--- src/hdl/clk_consts.svh ---
`ifndef CLK_CONSTS_SVH
`define CLK_CONSTS_SVH
// Contract
// three sources: fast internal 24.5 MHz, slow internal 80 kHz, external pin.
// selected source passes a power-of-two divider, 1 up to 128.
// after reset, fast oscillator selected, divider set to divide by 8.
// fast oscillator turns on by itself whenever any function requests it.
// 8-bit trim sets fast period; all zeros fastest, all ones slowest.
// trim comes out of reset holding the factory calibrated value.
// slow oscillator has own output divider by 1, 2, 4 or 8.
// slow oscillator has a coarse frequency adjust field.
// in capture mode each slow oscillator rising edge triggers a timer capture.
// each capture copies the 16-bit timer count into the reload pair.
// external pin keeps clocking peripherals while an internal oscillator runs.
// external pin is resynchronised to system clock when not selected.
// external pin becomes system clock only for source code 01b.
// source may change on the fly; software picks only settled sources.
// a new divider setting is accepted at any time.
// internal oscillators usable right after the write enabling them.
// software checks the external clock is present before selecting it.
// software skips the external pin in the crossbar, digital input.
// divider field value n divides by two to the n.
// slow divider select 00 by 8, 01 by 4, 10 by 2, 11 by 1.
// slow ready sets once stable; clears only on reset or divider change.
// slow oscillator forced on whenever the watchdog is active.
// source or divider switching never makes runt system clock pulses; at divide by 1 a source switch can tick next cycle.

// ----------------------------------------
// timing
// ----------------------------------------
`define CLK_KHZ         125000
`define HF_NOM_KHZ      24500
`define LF_NOM_KHZ      80
`define HF_NOM_CYC      (`CLK_KHZ / `HF_NOM_KHZ)
`define HF_PER_MIN      (`HF_NOM_CYC - 2)
`define HF_TRIM_SHIFT   6
`define LF_NOM_CYC      (`CLK_KHZ / `LF_NOM_KHZ)
`define LF_STEP_CYC     (`LF_NOM_CYC / 32)
`define LF_PER_MIN      (`LF_NOM_CYC - 8 * `LF_STEP_CYC)
`define LF_SETTLE_TICKS 3'h4

// ----------------------------------------
// offsets, fields, reset values
// ----------------------------------------
`define ADDR_HF_TRIM    8'hC7
`define ADDR_SLOW_CTRL  8'hB1
`define ADDR_CLK_SEL    8'hA9
`define SLOW_EN_BIT     7
`define SLOW_RDY_BIT    6
`define SLOW_ADJ_LSB    2
`define CLK_DIV_LSB     4
`define SYS_DIV_RESET   3'h3
`define SLOW_ADJ_RESET  4'h0
`define SLOW_DIV_RESET  2'h0
`endif

--- src/hdl/clk_pkg.sv ---
package clk_pkg;
    typedef enum logic [1:0] {
        SRC_FAST  = 2'h0,
        SRC_EXT   = 2'h1,
        SRC_SLOW  = 2'h2,
        SRC_SPARE = 2'h3
    } src_t;

    typedef enum logic [2:0] {
        LF_OFF    = 3'h1,
        LF_SETTLE = 3'h2,
        LF_READY  = 3'h4
    } lf_state_t;

    typedef struct packed {
        logic [7:0] addr;
        logic [7:0] wdata;
        logic       wr;
        logic       rd;
    } reg_req_t;

    typedef struct packed {
        logic        load;
        logic [15:0] value;
    } cap_t;

    typedef struct packed {
        logic [7:0]  trim;
        logic        trim_loaded;
        logic        lf_en;
        logic [3:0]  lf_adj;
        logic [1:0]  lf_div;
        logic [2:0]  sys_div;
        src_t        src_sel;
        src_t        act_src;
        lf_state_t   lf_st;
        logic [2:0]  settle;
        logic [1:0]  ext_sync;
        logic        ext_prev;
        logic [7:0]  rdata;
        logic        sys_en;
        logic        ext_en;
        logic        hf_on;
        logic        lf_on;
        cap_t        cap;
    } core_t;
endpackage : clk_pkg

--- src/hdl/osc_tick.sv ---
// oscillator model: one enable pulse every period cycles while running
module osc_tick #(
    parameter int PW = 16
) (
    input  wire logic          clk,    // system clock
    input  wire logic          nrst,   // async reset, active low
    input  wire logic          en,     // oscillator running
    input  wire logic [PW-1:0] period, // cycles per oscillator period
    output logic               tick    // one-cycle oscillator edge
);
    typedef struct packed {
        logic [PW-1:0] count;
    } tick_state_t;

    tick_state_t s;
    tick_state_t n;

    // a stopped oscillator restarts a full period later, never mid-period
    always_comb begin
        n = s;
        tick = en && (s.count >= period - PW'(1));
        if (!en || tick) begin
            n.count = '0;
        end else begin
            n.count = s.count + PW'(1);
        end
    end

    always_ff @(posedge clk or negedge nrst) begin
        if (!nrst) begin
            s <= '0;
        end else begin
            s <= n;
        end
    end
endmodule : osc_tick

--- src/hdl/pow2_div.sv ---
// divide a tick stream by two to the sel; sel taken only at wrap
module pow2_div #(
    parameter int              SEL_W     = 3,
    parameter logic [SEL_W-1:0] RESET_SEL = '0
) (
    input  wire logic             clk,    // system clock
    input  wire logic             nrst,   // async reset, active low
    input  wire logic             tick,   // input ticks
    input  wire logic [SEL_W-1:0] sel_in, // requested divide exponent
    output logic                  out     // divided tick
);
    localparam int CW = (1 << SEL_W) - 1;

    typedef struct packed {
        logic [CW-1:0]    count;
        logic [SEL_W-1:0] sel;
    } div_state_t;

    div_state_t    s;
    div_state_t    n;
    logic [CW-1:0] term;

    // new factor only at a wrap, so no output period is ever cut short
    always_comb begin
        n = s;
        term = CW'(~({CW{1'b1}} << s.sel));
        out = tick && (s.count == term);
        if (tick) begin
            n.count = out ? '0 : s.count + CW'(1);
        end
        if (out) begin
            n.sel = sel_in;
        end
    end

    always_ff @(posedge clk or negedge nrst) begin
        if (!nrst) begin
            s <= '{count: '0, sel: RESET_SEL};
        end else begin
            s <= n;
        end
    end
endmodule : pow2_div

--- src/hdl/clock_select_divide.sv ---
`include "clk_consts.svh"

// system clock source selection and post divider, modelled on one clock:
// every oscillator and the system clock are one-cycle enable pulses
module clock_select_divide
    import clk_pkg::*;
(
    input  wire logic        CLOCK,             // 125 MHz clock
    input  wire logic        NRST,              // async reset, active low
    input  wire reg_req_t    REG_REQ,           // register access
    output logic [7:0]       RDATA,             // read data, cycle after read
    input  wire logic [7:0]  HF_TRIM_FACTORY,   // factory trim value
    input  wire logic        FAST_OSC_REQ,      // fast oscillator request
    input  wire logic        WDT_ACTIVE,        // watchdog running
    input  wire logic        EXT_CLK_PIN,       // external clock pin
    input  wire logic [15:0] TIMER3_COUNT,      // timer three count
    input  wire logic        TIMER3_LF_CAPTURE, // timer three capture mode
    output logic             SYS_CLK_EN,        // system clock tick
    output logic             EXT_CLK_EN,        // resynced external tick
    output logic             FAST_OSC_ON,       // fast oscillator running
    output logic             SLOW_OSC_ON,       // slow oscillator running
    output cap_t             CAPTURE            // reload pair load
);
    // ----------------------------------------
    // state and oscillator models
    // ----------------------------------------
    core_t       s;
    core_t       n;
    logic        hf_tick;
    logic        lf_raw;
    logic        lf_out;
    logic        src_tick;
    logic        sys_tick;
    logic        ext_edge;
    logic        src_live;
    logic        wr_slow;
    logic [15:0] hf_per;
    logic [15:0] lf_per;

    // trim steps the fast period; larger code is slower
    assign hf_per = 16'(`HF_PER_MIN) + 16'(s.trim >> `HF_TRIM_SHIFT);
    // adjust steps the slow period coarsely
    assign lf_per = 16'(`LF_PER_MIN) + 16'(s.lf_adj) * 16'(`LF_STEP_CYC);

    // fast internal oscillator, about 24.5 MHz at factory trim
    osc_tick #(.PW(16)) fast_osc (
        .clk    (CLOCK),
        .nrst   (NRST),
        .en     (s.hf_on),
        .period (hf_per),
        .tick   (hf_tick)
    );

    // slow internal oscillator, about 80 kHz at adjust 8
    osc_tick #(.PW(16)) slow_osc (
        .clk    (CLOCK),
        .nrst   (NRST),
        .en     (s.lf_on),
        .period (lf_per),
        .tick   (lf_raw)
    );

    // slow output divider: 00 by 8 down to 11 by 1
    pow2_div #(.SEL_W(2), .RESET_SEL(2'h3)) slow_div (
        .clk    (CLOCK),
        .nrst   (NRST),
        .tick   (lf_raw),
        .sel_in (~s.lf_div),
        .out    (lf_out)
    ); // see R07

    // system post divider, two to the field value
    pow2_div #(.SEL_W(3), .RESET_SEL(`SYS_DIV_RESET)) sys_div (
        .clk    (CLOCK),
        .nrst   (NRST),
        .tick   (src_tick),
        .sel_in (s.sys_div),
        .out    (sys_tick)
    ); // see R02

    // ----------------------------------------
    // source mux
    // ----------------------------------------
    // edge from the second sync stage only; first stage feeds nothing else
    assign ext_edge = s.ext_sync[1] & ~s.ext_prev;
    // a disabled slow source would freeze the boundary, so switch at once
    assign src_live = (s.act_src != SRC_SLOW) || s.lf_on;
    assign wr_slow = REG_REQ.wr && (REG_REQ.addr == `ADDR_SLOW_CTRL);

    always_comb begin
        case (s.act_src)
            SRC_EXT:  src_tick = ext_edge;
            SRC_SLOW: src_tick = lf_out;
            default:  src_tick = hf_tick;
        endcase
    end

    // ----------------------------------------
    // next state
    // ----------------------------------------
    always_comb begin
        n = s;
        n.ext_sync = {s.ext_sync[0], EXT_CLK_PIN};
        n.ext_prev = s.ext_sync[1];
        n.ext_en = ext_edge; // see R11
        n.sys_en = sys_tick;
        // strap caught once after release, never under the async reset
        if (!s.trim_loaded) begin
            n.trim = HF_TRIM_FACTORY;
            n.trim_loaded = 1'b1;
        end
        // register writes; reserved bits are dropped
        if (REG_REQ.wr) begin
            case (REG_REQ.addr)
                `ADDR_HF_TRIM: n.trim = REG_REQ.wdata;
                `ADDR_SLOW_CTRL: begin
                    n.lf_en = REG_REQ.wdata[`SLOW_EN_BIT];
                    n.lf_adj = REG_REQ.wdata[`SLOW_ADJ_LSB +: 4];
                    n.lf_div = REG_REQ.wdata[1:0];
                end
                `ADDR_CLK_SEL: begin
                    n.sys_div = REG_REQ.wdata[`CLK_DIV_LSB +: 3];
                    n.src_sel = src_t'(REG_REQ.wdata[1:0]);
                end
                default: ;
            endcase
        end
        // read data stands one cycle, zero otherwise
        n.rdata = 8'h00;
        if (REG_REQ.rd) begin
            case (REG_REQ.addr)
                `ADDR_HF_TRIM: n.rdata = s.trim;
                `ADDR_SLOW_CTRL: n.rdata = {s.lf_en, s.lf_st == LF_READY, s.lf_adj, s.lf_div};
                `ADDR_CLK_SEL: n.rdata = {1'b0, s.sys_div, 2'h0, s.src_sel};
                default: n.rdata = 8'h00;
            endcase
        end
        // slow ready: counts raw periods to settle, survives disable
        case (s.lf_st)
            LF_OFF: begin
                if (s.lf_on) begin
                    n.lf_st = LF_SETTLE;
                    n.settle = 3'h0;
                end
            end
            LF_SETTLE: begin
                if (!s.lf_on) begin
                    n.lf_st = LF_OFF;
                end else if (lf_raw) begin
                    if (s.settle == `LF_SETTLE_TICKS - 3'h1) begin
                        n.lf_st = LF_READY;
                    end else begin
                        n.settle = s.settle + 3'h1;
                    end
                end
            end
            LF_READY: n.lf_st = LF_READY;
            default: n.lf_st = LF_OFF;
        endcase
        // divider change restarts settling; this clear beats a same-cycle set
        if (wr_slow && (REG_REQ.wdata[1:0] != s.lf_div)) begin
            n.lf_st = s.lf_on ? LF_SETTLE : LF_OFF;
            n.settle = 3'h0;
        end
        // source changes at a system tick boundary, or at once when the active slow source is off
        if (sys_tick || !src_live) begin
            n.act_src = s.src_sel; // see R14
        end
        // no start-up wait: the enable bit runs the oscillator next cycle
        n.hf_on = FAST_OSC_REQ || (s.src_sel != SRC_EXT && s.src_sel != SRC_SLOW)
                  || (s.act_src != SRC_EXT && s.act_src != SRC_SLOW); // see R04
        n.lf_on = s.lf_en || WDT_ACTIVE; // see R22
        // timer three capture on slow output rising edge
        n.cap.load = TIMER3_LF_CAPTURE && lf_out;
        if (TIMER3_LF_CAPTURE && lf_out) begin
            n.cap.value = TIMER3_COUNT;
        end
    end

    // ----------------------------------------
    // registers
    // ----------------------------------------
    always_ff @(posedge CLOCK or negedge NRST) begin
        if (!NRST) begin
            s <= '{
                trim: 8'h00, trim_loaded: 1'b0, lf_en: 1'b0,
                lf_adj: `SLOW_ADJ_RESET, lf_div: `SLOW_DIV_RESET,
                sys_div: `SYS_DIV_RESET, src_sel: SRC_FAST, act_src: SRC_FAST,
                lf_st: LF_OFF, settle: 3'h0, ext_sync: 2'h0, ext_prev: 1'b0,
                rdata: 8'h00, sys_en: 1'b0, ext_en: 1'b0, hf_on: 1'b1,
                lf_on: 1'b0, cap: '0
            };
        end else begin
            s <= n;
        end
    end

    // outputs all come from flip-flops
    assign RDATA = s.rdata;
    assign SYS_CLK_EN = s.sys_en;
    assign EXT_CLK_EN = s.ext_en;
    assign FAST_OSC_ON = s.hf_on;
    assign SLOW_OSC_ON = s.lf_on;
    assign CAPTURE = s.cap;
endmodule : clock_select_divide

--- config.mk ---
export PLATFORM = sky130hd
export DESIGN_NAME = clock_select_divide
export DESIGN_NICKNAME = d
export VERILOG_FILES = /design/src/hdl/clk_pkg.sv /design/src/hdl/osc_tick.sv /design/src/hdl/pow2_div.sv /design/src/hdl/clock_select_divide.sv
export VERILOG_INCLUDE_DIRS = /design/src /design/src/hdl
export SDC_FILE = /design/constraint.sdc
export NUM_CORES = 1
export LEC_CHECK = 0
export BUFFER_PORTS_ARGS = -buffer_cell sky130_fd_sc_hd__buf_2
export CAP_MARGIN = 25
export CORE_ASPECT_RATIO = 0.6
export CORE_MARGIN = 2
export CORE_UTILIZATION = 30
export CTS_BUF_LIST = sky130_fd_sc_hd__clkbuf_8 sky130_fd_sc_hd__clkbuf_16
export CTS_CLUSTER_DIAMETER = 200
export CTS_CLUSTER_SIZE = 12
export DETAILED_ROUTE_END_ITERATION = 8
export HOLD_SLACK_MARGIN = 0.12
export PLACE_DENSITY = 0.61
export SYNTH_ARGS = -nofsm -noshare
export SYNTH_HDL_FRONTEND = slang
export SYNTH_SLANG_ARGS = --single-unit
--- constraint.sdc ---
create_clock -name CLOCK -period 3.9 [get_ports CLOCK]
set_clock_uncertainty 0.15 [all_clocks]
set_input_delay 0.195 -clock CLOCK [delete_from_list [all_inputs] [get_ports CLOCK]]
set_output_delay 0.195 -clock CLOCK [all_outputs]
set_load 0.005 [all_outputs]
==> qor.yml <==
layout.nets: 691
synth-edff-count: 0
die-area_um2: 18930
rr_endpoint: "CAPTURE[7]$_DFFE_PN0P_"
rsz0062_at_grt: "yes"
crit_path_start_kind: "flop"
area_delta_synth_final_pct: 35.24
vias: 4095
worstHoldEndpoint: "n[29]$_DFF_PN0_"
num_rows: 37
yosys_warnings: 0
cp_max_fo: 8
slew_viol_final: 0
worstHoldPathCells: 0
netlist_area_um2: 5344
grtUsageTotal_pct: 13.75
dp_cells: 784
cp-end-kind: "flop"
clk_latency_ps: 350
timing.fmax_mhz: 245.4
crit_chain: "ha_2 -> fa_1 -> nand3b_1 -> nand2_2 -> a21oi_2 -> or3b_4 -> ha_4 -> and4_4 -> and4bb_1 -> a2111oi_4 -> buf_4 -> nor4b_4 -> buf_6 -> clkbuf_16 -> mux2_4"
synth-seq-area-share_pct: 50.76
worstHoldStart: "n[31]$_DFF_PN0_"
max_stage_delay_ps: 550
power.leakage_nw: 3.318
drt_iter0_drc: 221
finalHoldViolCount: 0
initial_core_util_pct: 30.95
path_clk_slew_ps: 70
slowest_stage: "fa_1"
drt-wirelength-per-cell_um: 15.26
grt_pass1_wl_um: 20470
final_layout_size_suffix_gt1_share_pct: 34.03
fin_crit_sh_pct: 104.5
worst_pin_slew_ps: 1011
arrival_ps: 4160
syn_area_per_cell_um2: 11.23
num_antenna_cells: 0
async_flop_share_pct: 100.0
yosysUniqueCellTypes: 60
die_y_um: 107.4
utilization_pct: 41.85
powerDensity_nw_per_um2: 481.3
maxCapViolations: 0
synth.largest_area_cell: "dfrtp_1"
core_um2: 17270
setup_viol: 36
firstDrtPassIters: 4
dpl.hpwl_um: 8903
ant_nets: 0
via_per_inst: 4.795
ir_drop_uv: 235.7
synthCells: 476
final_cells: 854
numCtsBuffers: 9
drc: 0
violations: "negative setup slack"
critPathRequiredTime_ps: 3990
worstSetupPathType: "reg2reg"
fin_crit_ps: 4076
min_path_type: "reg2reg"
cts.sinks: 108
synth_area_leaders: "dfrtp_1 47%, mux2_2 7.0%, ha_1 6.3%, dfstp_2 3.9%, buf_4 3.5%"
rr_worst_depth: 15
grt_antenna_before_repair: 0
status: "complete, but fails checks"
die_x_um: 176.3
overflow: 0
ys_ff_latch: 108
routed_wl_um: 13030
cts_buffer_depth: 2
slew_headroom_pct: 32.30
rr_startpoint: "s[48]$_DFFE_PN0P_"
setup_ws_ps: -175.7
r2r_slack_ps: -180
grt_max_degree: 86
cts_tree: "done"
htreeDepth: 3
finalWeightedCongestion: 0.8179
clock-root-buffer: "clkbuf_16"
pin_count: 77
grt_pass1_vias: 4094
io_buffers: 76
ys.flop_type: "dfrtp_1"
hold_slack_ps: 208.1
synth_top_area_share_pct: 46.83
## Yosys cell counts (2+ instances only)
cell type / instances
a21o_1: 5
a21oi_1: 24
a222oi_1: 5
a22oi_1: 3
a31oi_1: 4
a32oi_1: 2
and3_1: 10
and4_1: 2
buf_2: 2
buf_4: 25
clkbuf_1: 7
conb_1: 2
dfrtp_1: 100
dfstp_2: 8
ha_1: 27
inv_1: 19
mux2_2: 33
mux2i_1: 8
nand2_1: 23
nand2b_1: 7
nand3_1: 10
nand4_1: 2
nor2_1: 40
nor2b_1: 12
nor3_1: 4
nor4_1: 4
nor4b_1: 2
o211a_1: 3
o21a_1: 2
o21ai_0: 18
o21bai_1: 3
o31a_1: 2
o31ai_1: 3
o32ai_1: 3
or3_1: 3
or4_1: 4
xnor2_1: 13
xor2_1: 10
## cells by family after synthesis
family | count (synthesis) | synth area share [%]
and+or+nand+nor | 132 | 13.16
DFF | 108 | 50.76
AOI/OAI and AO/OA | 86 | 10.93
buffers and inverters | 55 | 5.807
muxes | 42 | 8.733
adders and majority gates | 28 | 6.696
xor gates and xnor gates | 23 | 3.770
other | 2 | 0.1405
## how the worst max path moves through the flow
stage	start	to	slack [ps]	cells after the start
after global routing	s[48]$_DFFE_PN0P_	CAPTURE[7]$_DFFE_PN0P_	-400	15
final	s[48]$_DFFE_PN0P_	CAPTURE[7]$_DFFE_PN0P_	-180	15
after CTS	s[48]$_DFFE_PN0P_	CAPTURE[0]$_DFFE_PN0P_	-100	14
after floorplan	s[47]$_DFFE_PN0P_	CAPTURE[10]$_DFFE_PN0P_	-170	14
after detailed placement	s[48]$_DFFE_PN0P_	slow_osc.s[3]$_DFF_PN0_	-160	15
after global placement	s[48]$_DFFE_PN0P_	sys_div.s[2]$_DFFE_PN0P_	-30	15
## layer usage
metal	global-route usage, %	share of wire, %
met1	18.77	47
met4	3.837	0.89
met3	3.390	5.8
met5	0	0
met2	21.74	47
## worst max-delay path, delay by kind of cell (launching register included)
family | cells | cell delay, ps
and+or+nand+nor | 6 | 1430
muxes | 1 | 290
AOI/OAI and AO/OA | 2 | 110
DFF | 1 | 420
adders and majority gates | 3 | 1050
buffers and inverters | 3 | 510
## per-stage QoR
step	setup TNS, ps	setup slack (ps)	instance area (µm²)	power [mW]
global placement	-298.5	-31.69	6067	2.334
finish	-3235	-175.7	7227	3.479
detailed placement	-4382	-156.3	6067	2.380
CTS	-1316	-100.1	6804	3.330
global route	-13320	-395.4	7227	3.704
floorplan	-1868	-169.7	5474	2.153
## layout by cell type (no fill, tap or decap), types with 7 or more instances in the layout
| cell type | n |
|---|---|
| dfrtp_1 | 100 |
| buf_2 | 75 |
| dlygate4sd3_1 | 39 |
| nor2_1 | 26 |
| buf_4 | 25 |
| ha_1 | 24 |
| inv_1 | 21 |
| a21oi_1 | 21 |
| mux2_4 | 21 |
| nand2_1 | 20 |
| conb_1 | 16 |
| o21ai_0 | 15 |
| xnor2_1 | 13 |
| nor2_4 | 13 |
| mux2_2 | 13 |
| nor2b_1 | 12 |
| clkbuf_16 | 11 |
| nand3_1 | 10 |
| xor2_1 | 10 |
| and3_1 | 9 |
| dfstp_2 | 8 |
| mux2i_1 | 8 |
| nand2b_1 | 7 |
## where the power goes
part           switching, mW  leakage, nW  internal [mW]
clock                  0.428        0.141          0.439
combinational          0.491         1.81          0.643
sequential             0.160         1.37           1.32
## final cells by class
cell class / instances / area, µm²
flip-flops and latches: 108 / 2713
inverters: 19 / 71.32
clock inverters: 7 / 52.55
well taps: 234 / 292.8
multi-input cells: 328 / 2745
clock buffers: 9 / 225.2
repair buffers: 149 / 1127
fillers: 1621 / 10040
## state kept, by name, summed over array words and instances (netlist names)
register / flops
CAPTURE: 17
EXT_CLK_EN: 1
FAST_OSC_ON: 1
RDATA: 8
SLOW_OSC_ON: 1
SYS_CLK_EN: 1
fast_osc.s: 16
n: 2
s: 30
slow_div.s: 5
slow_osc.s: 16
sys_div.s: 10
## timing repair
| action | in CTS | in global routing |
|---|---|---|
| resized for setup | 11 | 64 |
| cloned | 0 | 3 |
| setup endpoints to repair | 43 | 51 |
| hold buffers | 38 | 1 |
| setup buffers | 4 | 7 |
| pin swaps | 7 | 24 |
| hold endpoints to repair | 120 | 12 |
No activity file was read; power rests on OpenSTA's default activity.
